--- src/wdt_pkg.sv ---
// Constants and state types for the windowed watchdog supervisor.
// Assumes a 100 MHz ref_clk; all times are converted to cycle counts here.
package wdt_pkg;

	// ----------------------------------------
	// Timing
	// ----------------------------------------
	localparam int CLK_NS = 10;
	localparam int WD_PERIOD_MS = 100;
	localparam int TICKS_PER_PERIOD = 40;
	// One tick is wd_period / 40 (2.5 ms nominal)
	localparam int TICK_CYCLES = (WD_PERIOD_MS * 1000000 / TICKS_PER_PERIOD) / CLK_NS;
	localparam logic [5:0] CLOSED_TICKS = 6'h20;
	localparam logic [5:0] OPEN_TICKS = 6'h10;
	localparam logic [5:0] PULSE_TICKS = 6'h01;
	localparam logic [5:0] POWERUP_TICKS = 6'h28;
	localparam int SENSE_FILT_NS = 5000;
	localparam int SENSE_FILT_CYCLES = SENSE_FILT_NS / CLK_NS;
	localparam logic [1:0] GOOD_NEEDED = 2'h3;

	// ----------------------------------------
	// Types
	// ----------------------------------------
	typedef enum logic [2:0] {
		ST_POWERUP = 3'b000,
		ST_CLOSED = 3'b001,
		ST_OPEN = 3'b010,
		ST_PULSE = 3'b011
	} wd_state_t;

	typedef struct packed {
		logic cpu_rst_n;
		logic ctl_permit_n;
	} sup_out_t;

endpackage

--- src/wd_supervisor.sv ---
// Windowed watchdog reset supervisor: power-up delay, closed/open windows,
// reset pulse generation and the three-service permit output.
// Assumes sense_in is the digital comparator result, synchronous to ref_clk.
//
// Overview of operation
// - Each timeout sequence is a closed window then directly an open window.
// - Closed window starts at restart and lasts 0.8 of wd_period.
// - Open window follows and lasts 0.4 of wd_period.
// - No kick in open window gives a cpu_rst_n pulse of wd_period/40.
// - Kick during closed window asserts reset and starts a fresh sequence.
// - Without service the sequence repeats, making a reset square wave.
// - Repeating reset ends only by open-window kick or new power-up.
// - Open-window kick restarts the timer without a reset pulse.
// - Supply above threshold starts powerup delay; reset held till it ends.
// - Kicks before the powerup delay completes are ignored.
// - At powerup delay end release reset and start first closed window.
// - Supply low over 5 us forces reset and deasserts permit at once.
// - After undervoltage, kicks are ignored until a full new power-up.
// - Permit stays high whenever reset is asserted.
// - Permit goes low only after 3 consecutive open-window kicks.
// - Powerup delay equals wd_period from the same time base.
// - Permit and reset outputs are both active low.
`timescale 1ns/1ns
module wd_supervisor #(
	// Cycles per tick; the resistor-scaled time base lets the bench use a shorter tick
	parameter int TICK_CYCLES = wdt_pkg::TICK_CYCLES
) (
	// Clock and reset
	input wire logic ref_clk,
	input wire logic rst_n,
	// Supply sense and host service
	input wire logic sense_in,
	input wire logic wd_kick_n,
	// Supervisor outputs
	output logic cpu_rst_n,
	output logic ctl_permit_n
);

	// ----------------------------------------
	// State
	// ----------------------------------------
	typedef struct packed {
		wdt_pkg::wd_state_t mode;
		logic [17:0] tick_cnt;
		logic [5:0] ticks;
		logic [9:0] low_cnt;
		logic [1:0] good;
		wdt_pkg::sup_out_t out;
	} sup_state_t;

	localparam logic [17:0] TICK_LAST = 18'(TICK_CYCLES - 1);
	localparam logic [9:0] FILT_LAST = 10'(wdt_pkg::SENSE_FILT_CYCLES);

	sup_state_t st;
	sup_state_t next_st;
	logic kick_fall;
	logic tick;

	kick_edge u_kick (
		.ref_clk(ref_clk),
		.rst_n(rst_n),
		.wd_kick_n(wd_kick_n),
		.kick_fall(kick_fall)
	);

	assign tick = (st.tick_cnt == TICK_LAST);

	// ----------------------------------------
	// Next state
	// ----------------------------------------
	always_comb begin
		next_st = st;
		next_st.tick_cnt = tick ? 18'h00000 : st.tick_cnt + 18'h00001;
		if (tick) begin
			next_st.ticks = st.ticks + 6'h01;
		end
		// Supply drop filter: short glitches below threshold are tolerated
		if (sense_in) begin
			next_st.low_cnt = 10'h000;
		end else if (st.low_cnt != FILT_LAST) begin
			next_st.low_cnt = st.low_cnt + 10'h001;
		end
		unique case (st.mode)
			wdt_pkg::ST_POWERUP: begin
				// Delay only runs while supply is good; kicks are ignored here
				if (!sense_in) begin
					next_st.ticks = 6'h00;
					next_st.tick_cnt = 18'h00000;
				end else if (tick && st.ticks == wdt_pkg::POWERUP_TICKS - 6'h01) begin
					next_st.mode = wdt_pkg::ST_CLOSED;
					next_st.ticks = 6'h00;
				end
			end
			wdt_pkg::ST_CLOSED: begin
				if (kick_fall) begin
					// Early service is a fault
					next_st.mode = wdt_pkg::ST_PULSE;
					next_st.ticks = 6'h00;
					next_st.tick_cnt = 18'h00000;
				end else if (tick && st.ticks == wdt_pkg::CLOSED_TICKS - 6'h01) begin
					next_st.mode = wdt_pkg::ST_OPEN;
					next_st.ticks = 6'h00;
				end
			end
			wdt_pkg::ST_OPEN: begin
				if (kick_fall) begin
					// Good service restarts the timer silently
					next_st.mode = wdt_pkg::ST_CLOSED;
					next_st.ticks = 6'h00;
					next_st.tick_cnt = 18'h00000;
					if (st.good != wdt_pkg::GOOD_NEEDED) begin
						next_st.good = st.good + 2'h1;
					end
				end else if (tick && st.ticks == wdt_pkg::OPEN_TICKS - 6'h01) begin
					next_st.mode = wdt_pkg::ST_PULSE;
					next_st.ticks = 6'h00;
				end
			end
			wdt_pkg::ST_PULSE: begin
				// After the pulse the sequence repeats while unserviced
				if (tick && st.ticks == wdt_pkg::PULSE_TICKS - 6'h01) begin
					next_st.mode = wdt_pkg::ST_CLOSED;
					next_st.ticks = 6'h00;
				end
			end
			default: begin
				next_st.mode = wdt_pkg::ST_POWERUP;
				next_st.ticks = 6'h00;
			end
		endcase
		// Undervoltage overrides the timer from any state
		if (st.low_cnt == FILT_LAST && !sense_in) begin
			next_st.mode = wdt_pkg::ST_POWERUP;
			next_st.ticks = 6'h00;
			next_st.tick_cnt = 18'h00000;
		end
		// Outputs registered from the next mode so they follow without extra lag
		next_st.out.cpu_rst_n = (next_st.mode == wdt_pkg::ST_CLOSED) ||
			(next_st.mode == wdt_pkg::ST_OPEN);
		if (!next_st.out.cpu_rst_n) begin
			next_st.good = 2'h0;
		end
		// Permit needs three good services and never while reset is low
		next_st.out.ctl_permit_n = !(next_st.out.cpu_rst_n &&
			next_st.good == wdt_pkg::GOOD_NEEDED);
	end

	always_ff @(posedge ref_clk or negedge rst_n) begin
		if (!rst_n) begin
			st <= '{mode: wdt_pkg::ST_POWERUP, tick_cnt: 18'h00000, ticks: 6'h00,
				low_cnt: 10'h000, good: 2'h0, out: '{cpu_rst_n: 1'b0, ctl_permit_n: 1'b1}};
		end else begin
			st <= next_st;
		end
	end

	assign cpu_rst_n = st.out.cpu_rst_n;
	assign ctl_permit_n = st.out.ctl_permit_n;

	// ----------------------------------------
	// Checks
	// ----------------------------------------
	permit_vs_reset_a: assert property (@(posedge ref_clk) disable iff (!rst_n)
		!cpu_rst_n |-> ctl_permit_n) else $error("permit active during reset");

	early_kick_a: assert property (@(posedge ref_clk) disable iff (!rst_n)
		(st.mode == wdt_pkg::ST_CLOSED && kick_fall && sense_in) |=> !cpu_rst_n)
		else $error("early kick did not reset");

	open_kick_a: assert property (@(posedge ref_clk) disable iff (!rst_n)
		(st.mode == wdt_pkg::ST_OPEN && kick_fall && st.low_cnt != FILT_LAST) |=>
		cpu_rst_n && st.mode == wdt_pkg::ST_CLOSED && st.ticks == 6'h00)
		else $error("open kick mishandled");

	powerup_ignore_a: assert property (@(posedge ref_clk) disable iff (!rst_n)
		(st.mode == wdt_pkg::ST_POWERUP && kick_fall) |=> !cpu_rst_n)
		else $error("kick acted during power-up");

	undervolt_a: assert property (@(posedge ref_clk) disable iff (!rst_n)
		(st.low_cnt == FILT_LAST && !sense_in) |=> !cpu_rst_n && ctl_permit_n)
		else $error("undervoltage not forcing reset");

	closed_end_a: assert property (@(posedge ref_clk) disable iff (!rst_n)
		(st.mode == wdt_pkg::ST_CLOSED && tick && st.ticks == 6'h1F && !kick_fall
		&& sense_in) |=> st.mode == wdt_pkg::ST_OPEN) else $error("closed window length");

	open_end_a: assert property (@(posedge ref_clk) disable iff (!rst_n)
		(st.mode == wdt_pkg::ST_OPEN && tick && st.ticks == 6'h0F && !kick_fall
		&& sense_in) |=> !cpu_rst_n) else $error("missing timeout pulse");

	pulse_len_a: assert property (@(posedge ref_clk) disable iff (!rst_n)
		(st.mode == wdt_pkg::ST_PULSE && tick && sense_in) |=> cpu_rst_n)
		else $error("reset pulse length wrong");

	good_clear_a: assert property (@(posedge ref_clk) disable iff (!rst_n)
		!cpu_rst_n |-> st.good == 2'h0) else $error("good count kept in reset");

	permit_count_a: assert property (@(posedge ref_clk) disable iff (!rst_n)
		!ctl_permit_n |-> st.good == wdt_pkg::GOOD_NEEDED)
		else $error("permit before three services");

endmodule

--- src/kick_edge.sv ---
// Synchroniser and falling-edge detector for the service input.
// Assumes the input may change at any time relative to ref_clk.
`timescale 1ns/1ns
module kick_edge (
	// Clock and reset
	input wire logic ref_clk,
	input wire logic rst_n,
	// Service input and event
	input wire logic wd_kick_n,
	output logic kick_fall
);

	typedef struct packed {
		logic s1;
		logic s2;
		logic s3;
		logic fall;
	} edge_state_t;

	edge_state_t st;
	edge_state_t next_st;

	always_comb begin
		next_st = st;
		next_st.s1 = wd_kick_n;
		next_st.s2 = st.s1;
		next_st.s3 = st.s2;
		// Only a high-to-low transition counts as one service
		next_st.fall = st.s3 & ~st.s2;
	end

	always_ff @(posedge ref_clk or negedge rst_n) begin
		if (!rst_n) begin
			// Sync stages start at the idle level and the event flag clear, so no false edge
			st <= 4'hE;
		end else begin
			st <= next_st;
		end
	end

	assign kick_fall = st.fall;

	single_pulse_a: assert property (@(posedge ref_clk) disable iff (!rst_n)
		kick_fall |=> !kick_fall) else $error("kick event longer than one cycle");

endmodule

--- config.mk ---
export PLATFORM = sky130hd
export DESIGN_NAME = wd_supervisor
export DESIGN_NICKNAME = d
export VERILOG_FILES = /design/src/wdt_pkg.sv /design/src/wd_supervisor.sv /design/src/kick_edge.sv
export SDC_FILE = /design/constraint.sdc
export NUM_CORES = 1
export LEC_CHECK = 0
export ABC_CLOCK_PERIOD_IN_PS = 1900
export BUFFER_PORTS_ARGS = -buffer_cell sky130_fd_sc_hd__buf_2
export CORE_MARGIN = 2
export CORE_UTILIZATION = 58
export CTS_BUF_LIST = sky130_fd_sc_hd__clkbuf_8
export CTS_CLUSTER_SIZE = 28
export DETAILED_ROUTE_END_ITERATION = 16
export PLACE_DENSITY = 0.78
export SLEW_MARGIN = 20
export SYNTH_ARGS = -nofsm -noshare
export SYNTH_HDL_FRONTEND = slang
export SYNTH_SLANG_ARGS = --single-unit
--- constraint.sdc ---
create_clock -name ref_clk -period 1.9 [get_ports ref_clk]
set_input_delay 0.095 -clock ref_clk [delete_from_list [all_inputs] [get_ports ref_clk]]
set_output_delay 0.095 -clock ref_clk [all_outputs]
set_load 0.01 [all_outputs]
==> impl_metrics.json, run 1 <==
{
  "place_congestion": 0.920,
  "initial_core_util_pct": 61.8,
  "ys_warn_count": 0,
  "path_buf_inv": 1,
  "dieHeight_um": 70.0,
  "syn_area_per_cell_um2": 9.83,
  "powerDensity_nw_per_um2": 642,
  "rsz0062_at_grt": "true",
  "fin_util_pct": 76.0,
  "fin_crit_ps": 1960,
  "wirelength_um": 5300,
  "async_reset_ff_share_pct": 100,
  "min_path_type": "in2reg",
  "clock_skew_ps": 6.96,
  "cp.required_ps": 2070,
  "cts_buffer_depth": 2,
  "hold_viol": 0,
  "ys_ff_latch": 45,
  "drv_slew": 0,
  "timing.hold.ws_ps": 174,
  "cts_tree": "yes",
  "path_clk_slew_ps": 90,
  "synth_area_um2": 2530,
  "area_growth_syn_to_layout_pct": 22.9,
  "drt_iter0_drc": 124,
  "diodes": 0,
  "ant_nets": 0,
  "crit_fanout": 5,
  "cts_sinks": 45,
  "drv_cap": 0,
  "drtPass1Iterations": 4,
  "synth_flop_cell": "dfrtp_1",
  "finalNetCount": 314,
  "grt_busiest_layer": "met2",
  "met3_usage_pct": 5.34,
  "via_count": 2056,
  "synth_nets": 266,
  "use_met1_pct": 30.3,
  "failed_checks": "negative setup slack",
  "drcViolationCount": 0,
  "finalCritPeriodShare_pct": 103,
  "grt_util_all_layers_pct": 23.6,
  "cts_buffers": 5,
  "num_rows": 23,
  "synth_cells": 257,
  "place_ws_ps": -93.4,
  "post-dp-hpwl_um": 3750,
  "htreeDepth": 2,
  "synth_edf_count": 0,
  "yosysSeqAreaShare_pct": 44.8,
  "antenna_found_initial": 0,
  "grt_max_degree": 21,
  "leakage_nw": 1.39,
  "grt-ovfl-total": 0,
  "post_drt_wl_per_cell_um": 14.9,
  "die_width_um": 70.0,
  "arrival_ps": 2130,
  "peakVddDrop_uv": 500,
  "drive_gt1_share_pct": 28.4,
  "crit_path_max_incr_delay_ps": 470,
  "endpoint_kind": "register",
  "viasPerCell": 5.78,
  "power_mw": 1.99,
  "port_buffers": 5,
  "crit_chain": "inv_1 > ha_1 > or4b_4 > a32oi_2 > o22ai_2 > o31ai_4 > nor2_1",
  "core-area_um2": 4090,
  "critPathSlowestCell": "or4b_4",
  "pin_count": 6,
  "synth.distinct_cells": 58,
  "crit_family": "compound AO/OA/AOI/OAI gates",
  "clock_latency_ps": 300,
  "path_class": "reg2reg",
  "die_area_um2": 4900,
  "setup_ws_ps": -58.4,
  "grt_pass1_wl_um": 9380,
  "layout_common_cells": "nor2_1 (41), dfrtp_1 (41), buf_4 (37)",
  "max_freq_ghz": 0.511,
  "met2_usage_pct": 39.5,
  "final-setup-viol-count": 7,
  "outcome": "finished with violations",
  "ctsRootBufferMaster": "clkbuf_8",
  "grt_pass1_vias": 2083,
  "worstSetupStartpointType": "register"
}
[synthesized netlist by cell type, types with 4 or more instances]
library cell	count	area, um2
nor2_1	42	158
dfrtp_1	41	1030
xnor2_1	18	158
nand3_1	15	75.1
nand2_1	14	52.6
inv_1	12	45.0
a21oi_1	8	40.0
xor2_1	8	70.1
clkbuf_1	6	22.5
nor3_1	6	30.0
o21ai_0	6	30.0
ha_1	5	62.6
nand4_1	5	31.3
nor4_1	5	31.3
and3_1	4	25.0
dfstp_2	4	105
[timing repair]
item	4_1_cts	5_1_grt
pin swaps	13	4
endpoints found under the hold margin	19	0
endpoints found under the setup margin	9	29
hold buffers	2	0
resized for setup	5	6
setup buffers	2	0
[path summary, 6_finish.rpt]
path,from,slack (ps),end,depth (start not counted)
worst max register to register,st[15],-60,st[19],7
worst max-delay path,st[15],-60,st[19],7
worst min register to register,u_kick.next_st[2],360,u_kick.next_st[1],0
min in group asynchronous,rst_n,260,st[11],2
worst min-delay path,sense_in,170,st[12],3
max in group asynchronous,rst_n,980,u_kick.next_st[1],3
[worst min-delay path: stages]
cell and delay, ps:
buf_2 100, buf_4 200, a21oi_1 50
[through the flow]
stage               setup TNS, ps  std cells  area [um2]
floorplan                    -309        257        2540
global placement             -235        344        2910
detailed placement           -650        344        2910
CTS                          -130        356        3080
global route                -1110        356        3100
finish                       -164        356        3100
[state kept, by name, summed over array words and instances (netlist names)]
register / count
u_kick.next_st: 2
ctl_permit_n: 1
cpu_rst_n: 1
st: 39
u_kick.st: 1
u_kick.kick_fall: 1
[power breakdown]
group	leakage [nW]	total (mW)	internal (mW)	switching, mW
Clock	0.0595	0.726	0.390	0.337
Sequential	0.604	1.03	1.00	0.0325
Combinational	0.729	0.232	0.115	0.117
Total	1.39	1.99	1.51	0.486
[kinds of logic after synthesis]
family | after synthesis | share of synthesized area [%]
multiplexers | 4 | 1.78
AND/OR/NAND/NOR | 124 | 28.6
AO/OA/AOI/OAI | 32 | 10.2
buffers and inverters | 20 | 3.07
XOR/XNOR | 26 | 9.01
other | 1 | 0.148
flip-flops | 45 | 44.8
adder cells (fa/ha/maj) | 5 | 2.48
[per-layer routing]
| layer | up-vias | share of wire, % |
|---|---|---|
| met1 | 1010 | 46 |
| met3 | 15 | 3.1 |
| met4 | 0 | 2.0 |
| met2 | 33 | 49 |
| met5 | - | 0 |
| li1 | 998 | - |
[layout make-up]
type	count	area (um2)
clock buffer	5	68.8
clock inverter	3	42.5
fill	279	982
inverter	12	45.0
multi-input combinational	192	1370
sequential	45	1130
tap	50	62.6
timing repair buffer	49	388
Power figures use the tool's default switching activity.
==> run 2: changes to the inputs <==
Settings changed: RECOVER_POWER from default to 50.
==> run 2 against run 1 <==
Net effect: the run still ends with negative setup slack left; sequential cell count unchanged; design area decreased by 0.28%; routed wire length decreased by 0.21%; critical endpoint unchanged.
==> impl_metrics.json, run 2 (synthesis gave the netlist of run 1 again) <==
{
  "place_congestion": 0.920,
  "port_buffers": 5,
  "grt-ovfl-total": 0,
  "grt_max_degree": 21,
  "antenna_found_initial": 0,
  "path_buf_inv": 1,
  "via_count": 2055,
  "cp.required_ps": 2070,
  "largest_reg_flops": 39,
  "diodes": 0,
  "place_ws_ps": -93.4,
  "powerDensity_nw_per_um2": 643,
  "crit_family": "compound AO/OA/AOI/OAI gates",
  "dpl-instance-area_um2": 2910,
  "regMostFlops": "st",
  "ant_nets": 0,
  "peakVddDrop_uv": 500,
  "tns_ps": -166,
  "drv_cap": 0,
  "layout_common_cells": "nor2_1 (41), dfrtp_1 (41), buf_4 (35)",
  "p_clk_share_pct": 36.5,
  "min_path_type": "in2reg",
  "viasPerCell": 5.77,
  "worstSetupStartpointType": "register",
  "grt_pass1_vias": 2083,
  "clock_skew_ps": 7.04,
  "share_seq_of_total_power_pct": 51.9,
  "place_inst": 344,
  "grt_util_all_layers_pct": 23.6,
  "outcome": "finished with violations",
  "netSwitchingFraction_pct": 24.4,
  "max_freq_ghz": 0.511,
  "clock_latency_ps": 300,
  "final-setup-viol-count": 7,
  "cts_sinks": 45,
  "leakage_nw": 1.38,
  "post_drt_wl_per_cell_um": 14.8,
  "fillers": 283,
  "drive_gt1_share_pct": 27.5,
  "drcViolationCount": 0,
  "path_clk_slew_ps": 90,
  "tightest_slew_ps": 1030,
  "endpoint_kind": "register",
  "cts_buffers": 5,
  "drt_iter0_drc": 139,
  "hold_path.startpoint": "sense_in",
  "min_to": "st[12]",
  "grt_pass1_wl_um": 9380,
  "reg2regPathDepth": 7,
  "cts_buffer_depth": 2,
  "slew_headroom_pct": 31.6,
  "timing.hold.ws_ps": 175,
  "path_class": "reg2reg",
  "core-area_um2": 4090,
  "setup_ws_ps": -58.8,
  "failed_checks": "negative setup slack",
  "fin_cells": 356,
  "num_rows": 23,
  "comb_power_share_pct": 11.6,
  "die_area_um2": 4900,
  "crit_fanout": 5,
  "fin_crit_ps": 1960,
  "cts_tree": "yes",
  "finalCritPeriodShare_pct": 103,
  "hold_viol": 0,
  "arrival_ps": 2130,
  "pin_count": 6,
  "die_width_um": 70.0,
  "final_cell_area_um2": 3100,
  "crit_chain": "inv_1 > ha_1 > or4b_4 > a32oi_2 > o22ai_2 > o31ai_4 > nor2_1",
  "finalNetCount": 314,
  "crit_path_max_incr_delay_ps": 470,
  "r2r-end": "st[19]",
  "whs_path_depth": 3,
  "drtPass1Iterations": 4,
  "area_growth_syn_to_layout_pct": 22.5,
  "cell_internal_pwr_mw": 1.50,
  "rsz0062_at_grt": "true",
  "critPathSlowestCell": "or4b_4",
  "fin_util_pct": 75.8,
  "power_mw": 1.99,
  "p_sw_mw": 0.486,
  "htreeDepth": 2,
  "post-dp-hpwl_um": 3750,
  "drv_slew": 0,
  "r2r_start": "st[15]",
  "r2r_setup_slack_ps": -60,
  "initial_core_util_pct": 61.8,
  "wirelength_um": 5290,
  "ctsRootBufferMaster": "clkbuf_8",
  "dieHeight_um": 70.0
}
-- run 2: cell count changes in the layout (fill, tap and decap cells not counted) --
cell      before  now
clkbuf_2       0    1
buf_2          5    3
buf_4         37   35
clkbuf_1       0    3
-- run 2: final cells by class --
type                    instances  area, um2  share of cell area, %
multi-input cells             192       1370                   44.1
flip-flops and latches         45       1130                   36.5
repair buffers                 49        379                   12.2
clock buffers                   5       68.8                   2.22
well taps                      50       62.6                   2.02
inverters                      12       45.0                   1.46
clock inverters                 3       42.5                   1.37
-- run 2: power groups by stage --
stage / registers, mW / logic (mW) / clock network, mW
floorplan: 1.06 / 0.102 / 0
global placement: 1.05 / 0.218 / 0
detailed placement: 1.05 / 0.226 / 0
CTS: 1.03 / 0.230 / 0.727
global route: 1.04 / 0.260 / 0.771
finish: 1.03 / 0.231 / 0.727
-- run 2: repair_timing --
item,4_1_cts,5_1_grt
endpoints found under the hold margin,19,0
setup buffers,2,0
endpoints found under the setup margin,9,29
gates resized for setup,5,6
hold buffers,2,0
gates cloned,0,0
pin swaps,13,4
-- run 2: worst min-delay path, stage by stage --
cell and delay [ps]:
buf_2 100, buf_4 200, a21oi_1 50
-- run 2: worst max path at each step --
stage                      start   endpoint  cells past startpoint
final                     st[15]     st[19]                      7
after global routing      st[14]     st[19]                      7
after CTS                 st[25]     st[19]                      6
after detailed placement  st[26]      st[2]                      7
after global placement    st[26]  cpu_rst_n                      6
after floorplan           st[33]  cpu_rst_n                      5
-- run 2: routing by layer --
layer  global-route usage (%)  part of all wire (%)  up-vias
met2                     39.5                    50       36
met4                     7.91                   2.0        0
met1                     30.3                    45     1005
met3                     5.34                   3.4       15
li1                         -                     -      999
met5                        0                     0        -
==> run 3: changes to the inputs <==
Settings changed: CORE_UTILIZATION 58 to 56, CTS_BUF_LIST sky130_fd_sc_hd__clkbuf_8 to default, PLACE_DENSITY 0.78 to 0.75.
==> run 3 against run 2 <==
Net effect: the flow still finishes with violations (negative setup slack); via count rose by 3.8%; total power increased by 1.4%; register-to-register slack got worse by 50 ps; setup slack got worse by 47 ps; worst hold slack got worse by 160 ps; combinational power rose by 7%; critical endpoint is now st[17]; largest power group unchanged.
==> impl_metrics.json, run 3 (synthesis gave the netlist of run 1 again) <==
{
  "max_freq_ghz": 0.498,
  "crit_top_cell": "buf_6",
  "core-area_um2": 4350,
  "outcome": "finished with violations",
  "grt-ovfl-total": 0,
  "die_width_um": 71.2,
  "crit_family": "compound AO/OA/AOI/OAI gates",
  "path_buf_inv": 2,
  "drv_slew": 0,
  "ant_nets": 0,
  "finalNetCount": 322,
  "initial_core_util_pct": 58.0,
  "cp.required_ps": 2080,
  "grt_pass1_wl_um": 9370,
  "arrival_ps": 2190,
  "place_ws_ps": -126,
  "viasPerCell": 5.83,
  "drive_gt1_share_pct": 37.9,
  "leakage_nw": 1.45,
  "fin_crit_ps": 2010,
  "htreeDepth": 2,
  "via_count": 2133,
  "wirelength_um": 6010,
  "post_drt_wl_per_cell_um": 16.4,
  "post-dp-hpwl_um": 3750,
  "dieHeight_um": 71.2,
  "cts_buffer_depth": 2,
  "pin_count": 6,
  "layout_common_cells": "dfrtp_1 (41), buf_4 (41), nor2_1 (22)",
  "fillers": 290,
  "endpoint_kind": "register",
  "drt_iter0_drc": 144,
  "cts_buffers": 5,
  "drcViolationCount": 0,
  "final-setup-viol-count": 19,
  "port_buffers": 5,
  "antenna_found_initial": 0,
  "num_rows": 24,
  "failed_checks": "negative setup slack",
  "hold_viol": 0,
  "drv_cap": 0,
  "crit_chain": "buf_6 > and4bb_2 > nand4_4 > buf_6 > o31a_1 > o31ai_4 > nor2_1",
  "place_inst": 345,
  "dpl-instance-area_um2": 2900,
  "grt_util_all_layers_pct": 23.4,
  "path_class": "reg2reg",
  "timing.hold.ws_ps": 17.0,
  "place_congestion": 0.924,
  "fin_util_pct": 76.1,
  "path_clk_slew_ps": 100,
  "crit_path_max_incr_delay_ps": 400,
  "peakVddDrop_uv": 528,
  "diodes": 0,
  "die_area_um2": 5060,
  "min_path_type": "in2reg",
  "area_growth_syn_to_layout_pct": 31.3,
  "largest_reg_flops": 39,
  "crit_fanout": 5,
  "drtPass1Iterations": 4,
  "cts_tree": "yes",
  "powerDensity_nw_per_um2": 609,
  "grt_pass1_vias": 2104,
  "clock_latency_ps": 310,
  "regMostFlops": "st",
  "critPathSlowestCell": "dfrtp_1",
  "final_cell_area_um2": 3320,
  "setup_ws_ps": -106,
  "grt_max_degree": 29,
  "fin_cells": 366,
  "ctsRootBufferMaster": "clkbuf_8",
  "cts_sinks": 45,
  "rsz0062_at_grt": "true",
  "worstSetupStartpointType": "register",
  "clock_skew_ps": 20.5,
  "finalCritPeriodShare_pct": 106
}
## run 3: cell count changes in the layout (fill, tap and decap cells not counted), moves of 2 or more
cell / before / now
nor2_1: 41 / 22
nor2_2: 1 / 14
buf_4: 35 / 41
nor2_4: 0 / 6
buf_2: 3 / 5
buf_6: 4 / 6
clkbuf_1: 3 / 1
clkbuf_16: 0 / 2
inv_1: 13 / 11
## run 3: layout make-up
cell class | instances | area, um2 | share of cell area (%)
multi-input cells | 192 | 1480 | 44.5
flip-flops and latches | 45 | 1130 | 34.1
clock inverters | 2 | 35.0 | 1.06
inverters | 12 | 45.0 | 1.36
clock buffers | 6 | 72.6 | 2.19
repair buffers | 57 | 490 | 14.8
well taps | 52 | 65.1 | 1.96
## run 3: power breakdown
| group | switching, mW | internal (mW) |
|---|---|---|
| Sequential | 0.0406 | 1.00 |
| Combinational | 0.126 | 0.123 |
| Clock | 0.337 | 0.391 |
## run 3: path summary, 6_finish.rpt
| check | from | end | slack (ps) | cells past startpoint |
|---|---|---|---|---|
| min in group asynchronous | rst_n | st[9] | 240 | 2 |
| worst max register to register | st[26] | st[17] | -110 | 7 |
| max in group asynchronous | rst_n | u_kick.st[1] | 890 | 3 |
| worst max-delay path | st[26] | st[17] | -110 | 7 |
| worst min register to register | u_kick.next_st[2] | u_kick.next_st[1] | 360 | 0 |
| worst min-delay path | sense_in | st[12] | 20 | 2 |
## run 3: timing repair
| action | in CTS | in global routing |
|---|---|---|
| endpoints found under the setup margin | 10 | 29 |
| gates cloned | 0 | 3 |
| hold endpoints to repair | 17 | 0 |
| buffers inserted | 5 | 3 |
| gates resized for setup | 7 | 37 |
| hold buffers | 2 | 0 |
| pin swaps | 7 | 13 |
## run 3: layer usage
metal  GRT usage, %  part of all wire (%)  wire, um  vias up
met4           9.85                   2.2       135        0
li1               -                     -         -     1013
met5              0                     0         0        -
met3           3.56                   2.9       172       13
met1           29.4                    42      2540     1059
met2           40.2                    53      3160       48
## run 3: worst reg2reg max path, delay by kind of cell, from the launching register on
| family | cells | cell delay [ps] |
|---|---|---|
| AOI/OAI and AO/OA | 2 | 620 |
| and+or+nand+nor | 3 | 570 |
| DFF | 1 | 400 |
| buffers and inverters | 2 | 290 |
## run 3: through the flow
step	power (mW)	setup TNS, ps
2_1_floorplan	1.16	-309
3_3_place_gp	1.25	-243
3_5_place_dp	1.26	-912
4_1_cts	1.98	-331
5_1_grt	2.10	-2350
6_report	2.02	-669
